File: config.mk
export PLATFORM = sky130hd
export DESIGN_NAME = port_b_c_pin_config
export DESIGN_NICKNAME = d
export VERILOG_FILES = /design/src/hw/gpio_pin_pkg.sv /design/src/hw/pin_bank_if.sv /design/src/hw/edge_irq.sv /design/src/hw/pin_bank.sv /design/src/hw/port_b_c_pin_config.sv
export VERILOG_INCLUDE_DIRS = /design/src /design/src/hw
export SDC_FILE = /design/constraint.sdc
export NUM_CORES = 1
export LEC_CHECK = 0
export ABC_CLOCK_PERIOD_IN_PS = 3400
export BUFFER_PORTS_ARGS = -buffer_cell sky130_fd_sc_hd__buf_2
export CORE_ASPECT_RATIO = 0.7
export CORE_MARGIN = 8
export CORE_UTILIZATION = 31
export CTS_BUF_LIST = sky130_fd_sc_hd__clkbuf_2 sky130_fd_sc_hd__clkbuf_4 sky130_fd_sc_hd__clkbuf_8
export DETAILED_ROUTE_END_ITERATION = 12
export GPL_TIMING_DRIVEN = 0
export SYNTH_ARGS = -nofsm -noshare
export SYNTH_HDL_FRONTEND = slang
export SYNTH_SLANG_ARGS = --single-unit
File: constraint.sdc
create_clock -name i_clk -period 3.4 [get_ports i_clk]
set_clock_uncertainty 0.15 [all_clocks]
set_input_delay 0.17 -clock i_clk [delete_from_list [all_inputs] [get_ports i_clk]]
set_output_delay 0.17 -clock i_clk [all_outputs]
set_load 0.02 [all_outputs]
File: src/hw/gpio_pin_params.svh
// offsets, field positions and reset values of the port b/c pin configuration block
`ifndef GPIO_PIN_PARAMS_SVH
`define GPIO_PIN_PARAMS_SVH

`define GPC_OFF_PB_DATA     8'hF1
`define GPC_OFF_PC_DATA     8'hF2
`define GPC_OFF_PB_MODE     8'hF3
`define GPC_OFF_PB_PULLUP   8'hF4
`define GPC_OFF_PC_MODE     8'hF5
`define GPC_OFF_PC_IRQ_EN   8'hF6
`define GPC_OFF_IRQ_STATUS  8'hF7
`define GPC_OFF_IRQ_MASK    8'hF8

`define GPC_RST_PB_MODE     8'h00
`define GPC_RST_PB_PULLUP   4'h0
`define GPC_RST_PC_MODE     4'h0
`define GPC_RST_PC_IRQ_EN   2'h0
`define GPC_RST_PB_DATA     4'h0
`define GPC_RST_PC_DATA     2'h0
`define GPC_RST_IRQ_MASK    2'h0

`define GPC_PB_SCK_PIN      0
`define GPC_PB_SO_PIN       1
`define GPC_PB_SI_PIN       2
`define GPC_PB_ALT_MASK     4'h3
`define GPC_PC_ALT_MASK     2'h0

`endif

File: src/hw/gpio_pin_pkg.sv
// types and pin mode decoding shared by the port b/c pin configuration block
`default_nettype none
package gpio_pin_pkg;

	typedef enum logic [1:0] {
		MODE_INPUT      = 2'h0,
		MODE_PUSH_PULL  = 2'h1,
		MODE_OPEN_DRAIN = 2'h2,
		MODE_ALT_OUT    = 2'h3
	} pin_mode_e;

	typedef struct packed {
		logic drive;
		logic level;
	} pin_drive_s;

	// 2-bit mode to pad drive; alt code only counts where the pin has a serial output
	function automatic pin_drive_s pin_decode(input logic [1:0] mode, input logic data,
		input logic alt_ok, input logic alt_level);
		pin_drive_s d;
		d = '{drive: 1'b0, level: 1'b1};
		if (mode == MODE_PUSH_PULL) begin
			d = '{drive: 1'b1, level: data};
		end else if (mode == MODE_OPEN_DRAIN) begin
			d = '{drive: ~data, level: 1'b0};
		end else if (mode == MODE_ALT_OUT && alt_ok) begin
			d = '{drive: 1'b1, level: alt_level};
		end
		return d;
	endfunction

	function automatic logic is_input(input logic [1:0] mode, input logic alt_ok);
		return (mode == MODE_INPUT) || (mode == MODE_ALT_OUT && !alt_ok);
	endfunction

endpackage
`default_nettype wire

File: src/hw/pin_bank_if.sv
// carrier between the register side and a bank of configurable pins
`default_nettype none
interface pin_bank_if #(parameter int N = 4);
	logic [2*N-1:0] mode;
	logic [N-1:0]   level;
	logic [N-1:0]   alt_level;
	logic [N-1:0]   pad_out;
	logic [N-1:0]   pad_oe_n;

	modport ctl  (output mode, output level, output alt_level, input pad_out, input pad_oe_n);
	modport bank (input mode, input level, input alt_level, output pad_out, output pad_oe_n);
endinterface
`default_nettype wire

File: src/hw/edge_irq.sv
// pin edge detection with sticky status, write-one-to-clear and mask
`default_nettype none
module edge_irq #(
	parameter int N = 2
) (
	input  wire logic         i_clk,
	input  wire logic         i_sys_rst,
	input  wire logic         i_clk_en,
	input  wire logic [N-1:0] i_pin,
	input  wire logic [N-1:0] i_enable,
	input  wire logic [N-1:0] i_clear,
	input  wire logic [N-1:0] i_mask,
	output logic      [N-1:0] o_status,
	output logic              o_irq
);
	logic [N-1:0] prev_r;
	logic [N-1:0] status_r;
	logic [N-1:0] status_nxt;
	logic [N-1:0] event_w;

	// falling edge only; disabled pins never reach the status bit
	assign event_w    = prev_r & ~i_pin & i_enable;
	// a new event beats a clear in the same cycle
	assign status_nxt = (status_r & ~i_clear) | event_w;

	always_ff @(posedge i_clk or posedge i_sys_rst) begin
		if (i_sys_rst) begin
			prev_r   <= '1;
			status_r <= '0;
		end else if (i_clk_en) begin
			prev_r   <= i_pin;
			status_r <= status_nxt;
		end
	end

	assign o_status = status_r;
	assign o_irq    = |(status_r & i_mask);
endmodule
`default_nettype wire

File: src/hw/pin_bank.sv
// bank of pins turning 2-bit mode fields into registered pad drive
`default_nettype none
module pin_bank
	import gpio_pin_pkg::*;
#(
	parameter int             N        = 4,
	parameter logic [N-1:0]   ALT_MASK = '0
) (
	input  wire logic i_clk,
	input  wire logic i_sys_rst,
	input  wire logic i_clk_en,
	pin_bank_if.bank  pins
);
	logic [N-1:0] out_nxt;
	logic [N-1:0] oe_n_nxt;
	logic [N-1:0] out_r;
	logic [N-1:0] oe_n_r;

	always_comb begin
		for (int i = 0; i < N; i++) begin
			pin_drive_s d;
			d = pin_decode(pins.mode[2*i +: 2], pins.level[i], ALT_MASK[i], pins.alt_level[i]);
			out_nxt[i]  = d.level;
			oe_n_nxt[i] = ~d.drive;
		end
	end

	// pads come up released so nothing fights the board before software decides
	always_ff @(posedge i_clk or posedge i_sys_rst) begin
		if (i_sys_rst) begin
			out_r  <= '1;
			oe_n_r <= '1;
		end else if (i_clk_en) begin
			out_r  <= out_nxt;
			oe_n_r <= oe_n_nxt;
		end
	end

	assign pins.pad_out  = out_r;
	assign pins.pad_oe_n = oe_n_r;
endmodule
`default_nettype wire

File: src/hw/port_b_c_pin_config.sv
// pin configuration for the four-pin port b and the two-pin port c
//
// The strobed register port was chosen for this implementation.
`include "gpio_pin_params.svh"
`default_nettype none

// Notes on behaviour
// - serial-clock pin in mode 0,0 is an input feeding the serial engine clock.
// - each port c pin has an enable; 0 blocks its interrupts, 1 allows them.
// - port c interrupt enable keeps two read/write bits, both zero after reset.
// - port c mode register holds fields at bits 3:2 and 1:0; 1,1 unavailable.
// - bits 7 to 2 of port c interrupt enable are unimplemented, writes ignored.
module port_b_c_pin_config
	import gpio_pin_pkg::*;
#(
	parameter int PB_PINS = 4,
	parameter int PC_PINS = 2
) (
	input  wire logic               i_clk,
	input  wire logic               i_sys_rst,
	input  wire logic               i_clk_en,
	input  wire logic [7:0]         i_addr,
	input  wire logic [7:0]         i_wr_data,
	input  wire logic               i_wr_stb,
	input  wire logic               i_rd_stb,
	output logic      [7:0]         o_rd_data,
	input  wire logic [PB_PINS-1:0] i_pb_pin,
	output logic      [PB_PINS-1:0] o_pb_pin,
	output logic      [PB_PINS-1:0] o_pb_pin_oe_n,
	output logic      [PB_PINS-1:0] o_pb_pullup_en,
	input  wire logic [PC_PINS-1:0] i_pc_pin,
	output logic      [PC_PINS-1:0] o_pc_pin,
	output logic      [PC_PINS-1:0] o_pc_pin_oe_n,
	input  wire logic               i_ser_clk_out,
	input  wire logic               i_ser_data_out,
	output logic                    o_ser_clk_in,
	output logic                    o_ser_data_in,
	output logic                    o_external_irq_pin,
	output logic                    o_irq
);

	// register storage
	logic [7:0]         pb_mode_r;
	logic [PB_PINS-1:0] pb_pullup_r;
	logic [3:0]         pc_mode_r;
	logic [PC_PINS-1:0] pc_irq_en_r;
	logic [PB_PINS-1:0] pb_data_r;
	logic [PC_PINS-1:0] pc_data_r;
	logic [PC_PINS-1:0] irq_mask_r;
	logic [7:0]         rd_data_r;
	logic               ser_clk_in_r;
	logic               ser_data_in_r;

	// address decode
	logic hit_pb_data;
	logic hit_pc_data;
	logic hit_pb_mode;
	logic hit_pb_pullup;
	logic hit_pc_mode;
	logic hit_pc_irq_en;
	logic hit_irq_status;
	logic hit_irq_mask;
	logic hit_any;

	logic               wr_go;
	logic               rd_go;
	logic [7:0]         rd_data_nxt;
	logic [PC_PINS-1:0] irq_status;
	logic [PC_PINS-1:0] irq_clear;
	logic               pc_irq_line;

	assign hit_pb_data    = (i_addr == `GPC_OFF_PB_DATA);
	assign hit_pc_data    = (i_addr == `GPC_OFF_PC_DATA);
	assign hit_pb_mode    = (i_addr == `GPC_OFF_PB_MODE);
	assign hit_pb_pullup  = (i_addr == `GPC_OFF_PB_PULLUP);
	assign hit_pc_mode    = (i_addr == `GPC_OFF_PC_MODE);
	assign hit_pc_irq_en  = (i_addr == `GPC_OFF_PC_IRQ_EN);
	assign hit_irq_status = (i_addr == `GPC_OFF_IRQ_STATUS);
	assign hit_irq_mask   = (i_addr == `GPC_OFF_IRQ_MASK);
	assign hit_any        = hit_pb_data | hit_pc_data | hit_pb_mode | hit_pb_pullup |
	                        hit_pc_mode | hit_pc_irq_en | hit_irq_status | hit_irq_mask;

	assign wr_go = i_wr_stb & i_clk_en;
	assign rd_go = i_rd_stb & i_clk_en;

	// write-one-to-clear of the sticky status bits
	assign irq_clear = (wr_go && hit_irq_status) ? i_wr_data[PC_PINS-1:0] : '0;

	// register writes; unmapped writes are dropped silently
	always_ff @(posedge i_clk or posedge i_sys_rst) begin
		if (i_sys_rst) begin
			pb_mode_r   <= `GPC_RST_PB_MODE;
			pb_pullup_r <= `GPC_RST_PB_PULLUP;
			pc_mode_r   <= `GPC_RST_PC_MODE;
			pc_irq_en_r <= `GPC_RST_PC_IRQ_EN;
			pb_data_r   <= `GPC_RST_PB_DATA;
			pc_data_r   <= `GPC_RST_PC_DATA;
			irq_mask_r  <= `GPC_RST_IRQ_MASK;
		end else if (wr_go) begin
			if (hit_pb_mode) begin
				pb_mode_r <= i_wr_data;
			end else if (hit_pb_pullup) begin
				pb_pullup_r <= i_wr_data[PB_PINS-1:0];
			end else if (hit_pc_mode) begin
				pc_mode_r <= i_wr_data[3:0];
			end else if (hit_pc_irq_en) begin
				// upper bits have no storage
				pc_irq_en_r <= i_wr_data[PC_PINS-1:0];
			end else if (hit_pb_data) begin
				pb_data_r <= i_wr_data[PB_PINS-1:0];
			end else if (hit_pc_data) begin
				pc_data_r <= i_wr_data[PC_PINS-1:0];
			end else if (hit_irq_mask) begin
				irq_mask_r <= i_wr_data[PC_PINS-1:0];
			end
		end
	end

	// read decode; data registers read back the pin levels, not the latch
	always_comb begin
		rd_data_nxt = 8'h00;
		if (!hit_any) begin
			rd_data_nxt = 8'h00;
		end else if (hit_pb_mode) begin
			rd_data_nxt = pb_mode_r;
		end else if (hit_pb_pullup) begin
			rd_data_nxt = {{(8-PB_PINS){1'b0}}, pb_pullup_r};
		end else if (hit_pc_mode) begin
			rd_data_nxt = {4'h0, pc_mode_r};
		end else if (hit_pc_irq_en) begin
			rd_data_nxt = {{(8-PC_PINS){1'b0}}, pc_irq_en_r};
		end else if (hit_pb_data) begin
			rd_data_nxt = {{(8-PB_PINS){1'b0}}, i_pb_pin};
		end else if (hit_pc_data) begin
			rd_data_nxt = {{(8-PC_PINS){1'b0}}, i_pc_pin};
		end else if (hit_irq_status) begin
			rd_data_nxt = {{(8-PC_PINS){1'b0}}, irq_status};
		end else if (hit_irq_mask) begin
			rd_data_nxt = {{(8-PC_PINS){1'b0}}, irq_mask_r};
		end
	end

	// read data stand one enabled cycle only, zero otherwise; held while the clock enable is low
	always_ff @(posedge i_clk or posedge i_sys_rst) begin
		if (i_sys_rst) begin
			rd_data_r <= 8'h00;
		end else if (i_clk_en) begin
			rd_data_r <= rd_go ? rd_data_nxt : 8'h00;
		end
	end

	assign o_rd_data = rd_data_r;

	// port b pads
	pin_bank_if #(.N(PB_PINS)) pb_if ();

	assign pb_if.mode = pb_mode_r;
	assign pb_if.level = pb_data_r;

	always_comb begin
		pb_if.alt_level = pb_data_r;
		pb_if.alt_level[`GPC_PB_SCK_PIN] = i_ser_clk_out;
		pb_if.alt_level[`GPC_PB_SO_PIN]  = i_ser_data_out;
	end

	pin_bank #(
		.N        (PB_PINS),
		.ALT_MASK (PB_PINS'(`GPC_PB_ALT_MASK))
	) u_pb_bank (
		.i_clk     (i_clk),
		.i_sys_rst (i_sys_rst),
		.i_clk_en  (i_clk_en),
		.pins      (pb_if.bank)
	);

	assign o_pb_pin       = pb_if.pad_out;
	assign o_pb_pin_oe_n  = pb_if.pad_oe_n;
	assign o_pb_pullup_en = pb_pullup_r;

	// port c pads; no serial function, so code 1,1 stays an input
	pin_bank_if #(.N(PC_PINS)) pc_if ();

	assign pc_if.mode      = pc_mode_r;
	assign pc_if.level     = pc_data_r;
	assign pc_if.alt_level = pc_data_r;

	pin_bank #(
		.N        (PC_PINS),
		.ALT_MASK (PC_PINS'(`GPC_PC_ALT_MASK))
	) u_pc_bank (
		.i_clk     (i_clk),
		.i_sys_rst (i_sys_rst),
		.i_clk_en  (i_clk_en),
		.pins      (pc_if.bank)
	);

	assign o_pc_pin      = pc_if.pad_out;
	assign o_pc_pin_oe_n = pc_if.pad_oe_n;

	// serial engine inputs; held high when the pin is not an input so the
	// engine sees an idle line rather than our own drive
	always_ff @(posedge i_clk or posedge i_sys_rst) begin
		if (i_sys_rst) begin
			ser_clk_in_r  <= 1'b1;
			ser_data_in_r <= 1'b1;
		end else if (i_clk_en) begin
			ser_clk_in_r <= (pb_mode_r[2*`GPC_PB_SCK_PIN +: 2] == MODE_INPUT) ?
			                i_pb_pin[`GPC_PB_SCK_PIN] : 1'b1;
			ser_data_in_r <= is_input(pb_mode_r[2*`GPC_PB_SI_PIN +: 2], 1'b0) ?
			                 i_pb_pin[`GPC_PB_SI_PIN] : 1'b1;
		end
	end

	assign o_ser_clk_in  = ser_clk_in_r;
	assign o_ser_data_in = ser_data_in_r;

	// port c pin interrupts
	edge_irq #(
		.N (PC_PINS)
	) u_pc_irq (
		.i_clk     (i_clk),
		.i_sys_rst (i_sys_rst),
		.i_clk_en  (i_clk_en),
		.i_pin     (i_pc_pin),
		.i_enable  (pc_irq_en_r),
		.i_clear   (irq_clear),
		.i_mask    (irq_mask_r),
		.o_status  (irq_status),
		.o_irq     (pc_irq_line)
	);

	assign o_irq              = pc_irq_line;
	assign o_external_irq_pin = irq_status[0];

endmodule
`default_nettype wire

==> metrics.md, run 1 <==
| Metric | Value |
|---|---|
| Outcome | `completed` |
| Ports | `57` |
| Part of the power in registers | `53.0%` |
| Global-route met2 utilization | `18.9%` |
| Max frequency | `0.569 GHz` |
| Most used routing layer | `met2` |
| Die Y | `92.8 um` |
| Drt pass-1 iters | `4` |
| Multi-input logic area | `0.00119 mm2` |
| HPWL Detailed | `5370 um` |
| Final Hold Viols | `0` |
| Setup violators final | `0` |
| Layout Cells excl Fill | `413` |
| Max incr delay on CP | `540 ps` |
| Rows | `28` |
| Die ar. | `0.0117 mm2` |
| Pwr/cell area | `390 mW/mm2` |
| Placeable Area | `0.00830 mm2` |
| Syn Area/Cell | `11.1 um2` |
| Synth warn | `0` |
| Max-cap violations | `0` |
| Slew @ Worst Pin | `893 ps` |
| Compound-gate portion of the synthesized area | `16.5%` |
| Unique masters post-synth | `44` |
| CTS max path bufs | `2` |
| Global Route met3 Usage | `3.50%` |
| Wirelength per Cell | `16.9 um` |
| Worst reg2reg endpoint | `o_rd_data[0]` |
| Int Power | `950 uW` |
| DRC | `0` |
| Critical path class | `primary input to register` |
| Critical path required time | `3460 ps` |
| Filler cells | `809` |
| Proportion of synthesized area in mux cells | `14.0%` |
| Via count | `2139` |
| Worst hold path cell count | `2` |
| Hold worst-path end | `pb_data_r[2]` |
| Vias in the first global route | `2149` |
| First-pass GRT wire length | `11400 um` |
| # clock sinks | `52` |
| H-Tree Depth | `2` |
| Final core occ | `39.0%` |
| Post-synth net total | `266` |
| Register area share after synthesis | `50.6%` |
| RSZ-0062 raised after global routing | `false` |
| Slowest-stage cell, CP | `nor4_1` |
| Initial DRC count | `116` |
| Crit-path cells | `buf_2 -> clkbuf_1 -> o31a_1 -> nor4_1 -> nand2_1 -> o32ai_1` |
| Antenna violations before repair | `1` |
| Setup TNS | `0 ps` |
| Nets | `338` |
| Post-synth EDFFs | `0` |
| Fin crit share | `51.7%` |
| Commonest register cell after synthesis | `dfrtp_1` |
| Simple-gate area share of the yosys netlist | `14.0%` |
| Gates resized, CTS repair | `0` |
| Ys async rst share | `100%` |
| Pin count of the biggest net entering global routing | `44` |
| Logic pwr share | `13.6%` |
| Clock root cell | `clkbuf_8` |
| CTS tree | `done` |
| Synth Area in Adders | `0.958%` |
| Max FO, Critical Path | `10` |
| PortBufs | `55` |
| Starting Density | `31.4%` |
| Diode count | `0` |
| Die X | `126 um` |
| Lkg Pwr | `0.00147 uW` |
| Setup crit start kind | `primary input` |
| Largest family of logic cells by synthesized area | `compound AO/OA/AOI/OAI gates` |
| CTS clk-pin slew, worst paths | `90 ps` |
| CP bufs+invs | `2` |
| Routed WL | `6970 um` |
| Min-delay worst type | `primary input to register` |
| Routability cong. | `0.831` |
| Worst endpoint data arrival time | `1820 ps` |
| Final min period | `1760 ps` |
| Max-Slew Margin vs Limit | `39.9%` |
| Global route overflow | `0` |
| Worst VDD drop | `0.163 mV` |
| Hold wc startpoint | `i_wr_data[2]` |
| Net Sw Power | `315 uW` |
| Worst r2r src | `irq_mask_r[0]` |
| Synthesized area | `0.00261 mm2` |
| Pwr Total | `1260 uW` |
| CTS Buf Count | `5` |
| Met1 usage | `16.6%` |
| Area Overhead vs Synth | `24.1%` |
| Syn Inst Count | `235` |
| FF-to-FF path depth | `4` |
| Worst-skew pair later-pin latency | `300 ps` |
| Reg-to-reg setup timing slack | `1840 ps` |
| Sw Share | `24.9%` |
| Post-DRT Antenna Nets | `0` |
| Register bit total from synthesis | `52` |
| Avg Vias per Cell | `5.18` |
| Placed cell count | `396` |
| Reg area | `0.00132 mm2` |
| Worst setup EP type | `register` |
| Post-Synth XOR/XNOR Area | `0%` |
| Max Slew Vio Count | `0` |
| Total Routing Usage GR | `12.2%` |
| Family with the most delay on the worst path | `simple AND/OR/NAND/NOR gates` |
| Layout cells sized above 1 | `37.7%` |
| Clock Power Share | `33.3%` |
-- metal layers --
metal,part of all wire (%),vias up
li1,-,1011
met1,50,1066
met2,44,51
met3,4.5,9
met4,1.1,2
met5,0.19,-
-- power by group through the flow --
stage / sequential [uW] / combinational, uW / clock [uW]
5_1_grt: 675 / 191 / 461
3_5_place_dp: 682 / 166 / 0
4_1_cts: 671 / 175 / 443
2_1_floorplan: 698 / 79.7 / 0
3_3_place_gp: 681 / 160 / 0
6_report: 671 / 172 / 422
-- logic make-up after synthesis --
kind of cell	count (synthesis)
multiplexers	32
flip-flops	52
AO/OA/AOI/OAI	63
AND/OR/NAND/NOR	59
buffers and inverters	27
adder cells (fa/ha/maj)	2
-- flip-flops by register name, summed over array words and instances, names as in the netlist --
name                     cells
irq_mask_r                   2
o_pb_pullup_en               4
o_rd_data                    8
o_ser_clk_in                 1
o_ser_data_in                1
pb_data_r                    4
pb_if.mode                   8
pc_data_r                    2
pc_if.mode                   4
pc_irq_en_r                  2
u_pb_bank.pins.pad_oe_n      4
u_pb_bank.pins.pad_out       4
u_pc_bank.pins.pad_oe_n      2
u_pc_bank.pins.pad_out       2
u_pc_irq.o_status            2
u_pc_irq.prev_r              2
-- cell usage in the layout (no fill, tap or decap), types with 2 or more instances in the layout --
cell type      Yosys  layout
o21a_1             2       2
o32ai_1            3       3
clkbuf_1           9       9
mux2_2            28      28
dfstp_2           16      16
o211ai_1           8       8
a22o_1             5       5
dlygate4sd3_1      0       9
clkbuf_8           0       5
a211oi_1           3       3
nor4bb_1           2       2
nand3_1            5       5
mux2_4             2       2
nor4b_1            2       2
a2111oi_0          2       2
nor4_1             3       3
a21o_1             3       3
buf_2              1      56
or3_1              2       2
o22a_1             3       3
nand2b_1           6       6
nor3_1             2       2
ha_1               2       2
dfrtp_1           36      36
a32o_1             3       3
inv_1             16      15
and4_1             3       3
mux2i_1            2       2
nand2_1           11      11
o21ai_0           13      13
nor2_1             7       7
a21oi_1           11      11
a31oi_1            4       4
nor2b_1            7       7
nand3b_1           2       2
-- Yosys cell counts, drive strengths merged (2+ instances only) --
| cell | instances | area, um2 |
|---|---|---|
| nor2b | 7 | 43.8 |
| o22a | 3 | 26.3 |
| ha | 2 | 25.0 |
| a211oi | 3 | 22.5 |
| a2111oi | 2 | 17.5 |
| nor3 | 2 | 10.0 |
| and4 | 3 | 26.3 |
| nor4b | 2 | 17.5 |
| a31oi | 4 | 25.0 |
| nand3b | 2 | 15.0 |
| buf | 2 | 8.75 |
| a22o | 5 | 43.8 |
| dfstp | 16 | 420 |
| o211ai | 8 | 60.1 |
| nor4 | 3 | 18.8 |
| mux2i | 2 | 20.0 |
| or3 | 2 | 12.5 |
| o21ai | 13 | 65.1 |
| nor2 | 8 | 32.5 |
| mux2 | 30 | 345 |
| a21o | 3 | 22.5 |
| nor3b | 2 | 20.0 |
| clkbuf | 9 | 33.8 |
| o21a | 2 | 15.0 |
| a32o | 3 | 30.0 |
| inv | 16 | 60.1 |
| a21oi | 11 | 55.1 |
| nand3 | 5 | 25.0 |
| o32ai | 3 | 26.3 |
| nand2 | 11 | 41.3 |
| nor4bb | 2 | 20.0 |
| dfrtp | 36 | 901 |
| nand2b | 6 | 37.5 |
-- per-stage QoR --
stage	cell area, um2	setup WS [ps]	hold WS, ps
2_1_floorplan	2610	1700	148
5_1_grt	3240	1540	6.90
6_report	3240	1640	19.7
3_5_place_dp	3040	1330	-49.5
3_3_place_gp	3020	1160	258
4_1_cts	3240	1650	7.56
-- area by class of cell --
| type | instances | share of cell area [%] |
|---|---|---|
| clock inverter | 2 | 1.08 |
| timing repair buffer | 65 | 11.9 |
| multi-input combinational | 156 | 36.7 |
| sequential | 52 | 40.8 |
| inverter | 16 | 1.85 |
| tap | 105 | 4.06 |
| buffer | 11 | 1.31 |
| clock buffer | 6 | 2.36 |
-- worst max path at each step --
| stage | startpoint | endpoint | cells past startpoint |
|---|---|---|---|
| floorplan | i_clk_en | pb_data_r[0] | 5 |
| global placement | i_sys_rst | u_pc_irq.o_status[0] | 2 |
| detailed placement | i_addr[0] | o_rd_data[2] | 6 |
| CTS | i_addr[0] | o_rd_data[2] | 6 |
| global route | i_addr[0] | o_rd_data[2] | 6 |
| finish | i_addr[0] | o_rd_data[2] | 6 |
-- timing repair --
action / CTS / global route
hold buffers: 9 / 0
setup buffers: 0 / 0
endpoints found under the hold margin: 54 / 0
Power figures use the tool's default switching activity.
==> run 2: changes to the inputs <==
- ABC_CLOCK_PERIOD_IN_PS: 3400 -> 1800
- clock period: 3.4 -> 1.8 ns (I/O delays scaled with it)
==> run 2 against run 1 <==
Wire length rose by 0.16%. Total power up 89%. Via count is 0.47% higher. Sequential power increased by 89%. Setup slack got worse by 1500 ps. Global-route usage increased by 0.062 points. Combinational power rose by 93%. Die area is the same. First-iteration DRC count grew 22%. Utilization increased by 0.48 points.
==> metrics.md, run 2 (synthesized netlist as in run 1, its figures left out) <==
| Metric | Value |
|---|---|
| Outcome | `completed (unchanged)` |
| Die ar. | `0.0117 mm2 (unchanged)` |
| Lkg Pwr | `0.00149 uW (was 0.00147 uW)` |
| Global route overflow | `0 (unchanged)` |
| Worst setup EP type | `register (unchanged)` |
| Placed cell count | `396 (unchanged)` |
| CTS clk-pin slew, worst paths | `90 ps (about the same)` |
| Nets | `342 (was 338)` |
| PortBufs | `55 (unchanged)` |
| Gates resized, CTS repair | `0 (unchanged)` |
| Avg Vias per Cell | `5.15 (was 5.18)` |
| Rows | `28 (unchanged)` |
| HPWL Detailed | `5370 um (unchanged)` |
| Family with the most delay on the worst path | `simple AND/OR/NAND/NOR gates (unchanged)` |
| Layout Cells excl Fill | `417 (was 413)` |
| Wirelength per Cell | `16.7 um (was 16.9 um)` |
| CTS Buf Count | `5 (unchanged)` |
| Ports | `57 (unchanged)` |
| Die X | `126 um (unchanged)` |
| Worst-skew pair later-pin latency | `300 ps (about the same)` |
| Routed WL | `6980 um (was 6970 um)` |
| # clock sinks | `52 (unchanged)` |
| CTS tree | `done (unchanged)` |
| DP Area | `0.00304 mm2 (unchanged)` |
| First-pass GRT wire length | `11400 um (about the same)` |
| Layout cells sized above 1 | `37.2% (was 37.7%)` |
| Fin crit share | `94.6%` |
| Diode count | `0 (unchanged)` |
| CTS max path bufs | `2 (unchanged)` |
| Max-Slew Margin vs Limit | `41.0% (was 39.9%)` |
| Vias in the first global route | `2175 (was 2149)` |
| Fin Hold WS | `39.9 ps (was 19.7 ps)` |
| Clock root cell | `clkbuf_8 (unchanged)` |
| Met1 usage | `16.7% (was 16.6%)` |
| Net Sw Power | `594 uW (was 315 uW)` |
| Setup crit start kind | `primary input (unchanged)` |
| Max FO, Critical Path | `10 (unchanged)` |
| DRC | `0 (unchanged)` |
| Total Routing Usage GR | `12.3% (was 12.2%)` |
| Final min period | `1700 ps` |
| Pwr/cell area | `730 mW/mm2 (was 390 mW/mm2)` |
| Area Overhead vs Synth | `25.6% (was 24.1%)` |
| Pin count of the biggest net entering global routing | `44 (unchanged)` |
| Starting Density | `31.4% (unchanged)` |
| Slowest-stage cell, CP | `nor4_1 (unchanged)` |
| Critical path class | `primary input to register (unchanged)` |
| Max frequency | `0.587 GHz` |
| Max-cap violations | `0 (unchanged)` |
| Most used routing layer | `met2 (unchanged)` |
| Die Y | `92.8 um (unchanged)` |
| Placeable Area | `0.00830 mm2 (unchanged)` |
| RSZ-0062 raised after global routing | `false (unchanged)` |
| Commonest cells after routing, fill and taps aside | `buf_2, dfrtp_1, mux2_2, dfstp_2, inv_1 (unchanged)` |
| Sw Share | `24.8% (was 24.9%)` |
| Setup ws final | `97.5 ps (was 1640 ps)` |
| Antenna violations before repair | `0 (was 1)` |
| Crit-path cells | `buf_2 -> clkbuf_1 -> o31a_1 -> nor4_1 -> nand2_1 -> o32ai_1 (unchanged)` |
| Logic pwr share | `13.9% (was 13.6%)` |
| Min-delay worst type | `primary input to register (unchanged)` |
| Post-DRT Antenna Nets | `0 (unchanged)` |
| Via count | `2149 (was 2139)` |
| Int Power | `1800 uW (was 950 uW)` |
| Critical path required time | `1860 ps (was 3460 ps)` |
| Final Hold Viols | `0 (unchanged)` |
| Pwr Total | `2390 uW (was 1260 uW)` |
| Most common cell after layout, fill and taps aside | `buf_2 (unchanged)` |
| Routability cong. | `0.831 (unchanged)` |
| Initial DRC count | `142 (was 116)` |
| Part of the power in registers | `52.9% (was 53.0%)` |
| Post-route cell area | `0.00328 mm2 (was 0.00324 mm2)` |
| Global-route met2 utilization | `19.0% (was 18.9%)` |
| Filler cells | `806 (was 809)` |
| Pre-CTS setup slack | `-187 ps (was 1330 ps)` |
| Setup violators final | `0 (unchanged)` |
| Max Slew Vio Count | `0 (unchanged)` |
| Worst endpoint data arrival time | `1760 ps (was 1820 ps)` |
| Slew @ Worst Pin | `876 ps (was 893 ps)` |
| CP bufs+invs | `2 (unchanged)` |
| Worst VDD drop | `0.309 mV (was 0.163 mV)` |
| Drt pass-1 iters | `4 (unchanged)` |
| Clock Power Share | `33.2% (was 33.3%)` |
| Global Route met3 Usage | `3.33% (was 3.50%)` |
| Max incr delay on CP | `560 ps (was 540 ps)` |
| H-Tree Depth | `2 (unchanged)` |
-- run 2: cell count changes in the layout (fill, tap and decap cells not counted), sizes merged --
cell / before / now
dlygate4sd3: 9 / 13
-- run 2: metrics by stage --
stage	utilization [%]	setup TNS (ps)
4_1_cts	39.5	0
2_1_floorplan	-	0
5_1_grt	39.5	0
3_5_place_dp	36.6	-3260
6_report	39.5	0
3_3_place_gp	36.3	-15100
-- run 2: power by group through the flow --
stage / clock network [uW] / registers, uW / logic, uW
floorplan: 0 / 1320 / 151
global placement: 0 / 1290 / 301
detailed placement: 0 / 1290 / 313
CTS: 838 / 1270 / 337
global route: 871 / 1270 / 368
finish: 795 / 1270 / 332
-- run 2: layout make-up --
cell class              instances  area (um2)  area share [%]
well taps                     105         131            4.01
flip-flops and latches         52        1320            40.3
repair buffers                 69         425            13.0
multi-input cells             156        1190            36.2
inverters                      16        60.1            1.83
clock buffers                   6        76.3            2.33
plain buffers                  11        42.5            1.30
clock inverters                 2        35.0            1.07
-- run 2: worst register-to-register path, delay by kind of cell (launching register included) --
family             cells  cell delay (ps)
DFF                    1              380
AOI/OAI and AO/OA      3              850
and+or+nand+nor        1               90
-- run 2: worst paths after layout --
check,startpoint,end,slack (ps),cells after the start
worst max-delay path,i_addr[0],o_rd_data[2],100,6
max in group asynchronous,i_sys_rst,u_pb_bank.pins.pad_oe_n[0],840,4
worst min register to register,u_pc_bank.pins.pad_oe_n[0],u_pc_bank.pins.pad_oe_n[0],320,2
worst min-delay path,i_wr_data[1],u_pc_irq.o_status[1],40,3
min in group asynchronous,i_sys_rst,o_rd_data[6],100,3
worst max register to register,irq_mask_r[0],o_rd_data[0],250,4
-- run 2: per-layer routing --
metal  part of all wire (%)  up-vias
met1                     49     1063
li1                       -     1019
met3                    5.7        7
met2                     44       60
met5                      0        -
met4                    1.1        0
-- run 2: what timing repair did --
item	4_1_cts	5_1_grt
setup buffers	0	0
hold endpoints to repair	61	0
hold buffers	13	0
==> run 3: changes to the inputs <==
- CORE_UTILIZATION: 31 -> 56
- CTS_CLUSTER_DIAMETER: unset -> 50
- PLACE_DENSITY: unset -> 0.82
==> run 3 against run 2 <==
Total power decreased by 4.5%. Combinational power about the same. First-iteration DRC count increased by 16%. Count of clock-buffer cells in the layout unchanged. Sequential share of layout area increased by 1.0 points. Final cell count decreased by 12%. Critical path depth unchanged. Critical path type unchanged. Critical endpoint unchanged. Largest power group unchanged.
==> metrics.md, run 3 (synthesized netlist as in run 1, its figures left out) <==
| Metric | Value |
|---|---|
| Max frequency | `0.598 GHz (was 0.587 GHz)` |
| Gates resized, CTS repair | `0 (unchanged)` |
| Filler cells | `319 (was 806)` |
| CTS max path bufs | `2 (unchanged)` |
| Die ar. | `0.00714 mm2 (was 0.0117 mm2)` |
| # clock sinks | `52 (unchanged)` |
| Nets | `342 (unchanged)` |
| DR top layer | `met4 (unchanged)` |
| Layout cells sized above 1 | `37.2% (unchanged)` |
| Critical path required time | `1870 ps (was 1860 ps)` |
| Hold worst-path end | `pb_if.mode[0] (was u_pc_irq.o_status[1])` |
| Hold wc startpoint | `i_wr_data[0] (was i_wr_data[1])` |
| CTS tree | `done (unchanged)` |
| Max-cap violations | `0 (unchanged)` |
| Met3 wire length | `593 um (was 401 um)` |
| Int Power | `1660 uW (was 1800 uW)` |
| Avg Vias per Cell | `5.95 (was 5.15)` |
| PortBufs | `55 (unchanged)` |
| Layout Cells excl Fill | `367 (was 417)` |
| Max Slew Vio Count | `0 (unchanged)` |
| Worst VDD drop | `0.478 mV (was 0.309 mV)` |
| M1 wire length | `3070 um (was 3430 um)` |
| Worst endpoint data arrival time | `1740 ps (was 1760 ps)` |
| Fin crit share | `92.9% (was 94.6%)` |
| Max FO, Critical Path | `10 (unchanged)` |
| Total Routing Usage GR | `19.3% (was 12.3%)` |
| DRC | `0 (unchanged)` |
| Routed WL | `6730 um (was 6980 um)` |
| HPWL Detailed | `4990 um (was 5370 um)` |
| Final Hold Viols | `0 (unchanged)` |
| Worst setup EP type | `register (unchanged)` |
| Diode count | `0 (unchanged)` |
| FF-to-FF path depth | `4 (unchanged)` |
| Clock root cell | `clkbuf_8 (unchanged)` |
| Die X | `97.6 um (was 126 um)` |
| Rows | `20 (was 28)` |
| Reg-to-reg setup timing slack | `300 ps (was 250 ps)` |
| Setup violators final | `0 (unchanged)` |
| Lkg Pwr | `0.00147 uW (was 0.00149 uW)` |
| Min-delay worst type | `primary input to register (unchanged)` |
| Slew @ Worst Pin | `866 ps (was 876 ps)` |
| Placed cell count | `346 (was 396)` |
| Final min period | `1670 ps (was 1700 ps)` |
| Worst r2r src | `pc_if.mode[3] (was irq_mask_r[0])` |
| Met2 routed WL | `2990 um (was 3080 um)` |
| Crit path from | `i_addr[0] (unchanged)` |
| Setup Fix Bufs, Post-CTS | `0 (unchanged)` |
| Antenna violations before repair | `0 (unchanged)` |
| Logic pwr share | `14.5% (was 13.9%)` |
| Fin Hold WS | `13.6 ps (was 39.9 ps)` |
| Pwr/cell area | `715 mW/mm2 (was 730 mW/mm2)` |
| Global route overflow | `0 (unchanged)` |
| Worst hold path cell count | `2 (was 3)` |
| Critical path class | `primary input to register (unchanged)` |
| Ports | `57 (unchanged)` |
| Area Overhead vs Synth | `22.5% (was 25.6%)` |
| Worst-skew pair later-pin latency | `310 ps (was 300 ps)` |
| RSZ-0062 raised after global routing | `false (unchanged)` |
| Initial DRC count | `165 (was 142)` |
| Placeable Area | `0.00440 mm2 (was 0.00830 mm2)` |
| Most common cell after layout, fill and taps aside | `buf_2 (unchanged)` |
| Routability cong. | `0.962 (was 0.831)` |
| Drt pass-1 iters | `4 (unchanged)` |
| Part of the power in registers | `55.5% (was 52.9%)` |
| Post-DRT Antenna Nets | `0 (unchanged)` |
| Setup crit start kind | `primary input (unchanged)` |
| Setup TNS | `0 ps (unchanged)` |
| Vias in the first global route | `2229 (was 2175)` |
| Reg area | `0.00132 mm2 (unchanged)` |
| Max-Slew Margin vs Limit | `41.7% (was 41.0%)` |
| Outcome | `completed (unchanged)` |
| Multi-input logic area | `0.00119 mm2 (unchanged)` |
| Via count | `2185 (was 2149)` |
| Commonest cells after routing, fill and taps aside | `buf_2, dfrtp_1, mux2_2, dfstp_2, inv_1 (unchanged)` |
| Pin count of the biggest net entering global routing | `36 (was 44)` |
| CTS Buf Count | `5 (unchanged)` |
| First-pass GRT wire length | `11000 um (was 11400 um)` |
| Starting Density | `59.3% (was 31.4%)` |
| Die Y | `73.1 um (was 92.8 um)` |
| Clock Power Share | `30.0% (was 33.2%)` |
| Worst reg2reg endpoint | `o_rd_data[3] (was o_rd_data[0])` |
| CTS clk-pin slew, worst paths | `100 ps (was 90 ps)` |
| Sw Share | `27.2% (was 24.8%)` |
| Net Sw Power | `621 uW (was 594 uW)` |
| Wirelength per Cell | `18.3 um (was 16.7 um)` |
| H-Tree Depth | `2 (unchanged)` |
run 3: critical path, stage by stage:
cell and delay, ps:
buf_2 120, clkbuf_1 210, o31a_1 320, nor4_1 570, nand2_1 130, o32ai_1 290
run 3: repair_timing:
item | CTS | global route
hold buffers | 13 | 0
endpoints found under the setup margin | 0 | 0
endpoints found under the hold margin | 61 | 0
run 3: metal layers:
| layer | GRT usage, % | vias to the layer above |
|---|---|---|
| met3 | 5.77 | 12 |
| met1 | 25.2 | 1067 |
| met5 | 0 | - |
| met2 | 29.9 | 82 |
| li1 | - | 1024 |
| met4 | 6.19 | 0 |
run 3: worst max-delay path by stage:
stage               slack [ps]  cells after the start                    to
finish                     130                      6          o_rd_data[2]
global route                90                      7          o_rd_data[0]
detailed placement        -140                      6          o_rd_data[2]
floorplan                  180                      5          pb_data_r[0]
CTS                        170                      6          o_rd_data[2]
global placement          -260                      2  u_pc_irq.o_status[0]
run 3: area by class of cell:
| type | count | area share, % |
|---|---|---|
| Clock buffer | 6 | 2.39 |
| Tap cell | 55 | 2.15 |
| Inverter | 16 | 1.88 |
| Multi-Input combinational cell | 156 | 37.1 |
| Timing Repair Buffer | 69 | 13.3 |
| Clock inverter | 2 | 0.509 |
| Buffer | 11 | 1.33 |
| Sequential cell | 52 | 41.3 |
run 3: per-stage QoR:
step / power [uW] / util (%) / area, um2 / worst slack, ps
floorplan: 1470 / - / 2610 / 182
global placement: 1580 / 67.1 / 2960 / -265
detailed placement: 1600 / 67.6 / 2980 / -137
CTS: 2290 / 72.6 / 3200 / 174
global route: 2390 / 72.6 / 3200 / 91.0
finish: 2290 / 72.6 / 3200 / 127
run 3: power by group through the flow:
stage          sequential [uW]  clock [uW]  combinational, uW
6_report                  1270         685                332
5_1_grt                   1280         743                365
4_1_cts                   1270         693                332
3_5_place_dp              1290           0                309
3_3_place_gp              1290           0                297
2_1_floorplan             1320           0                151
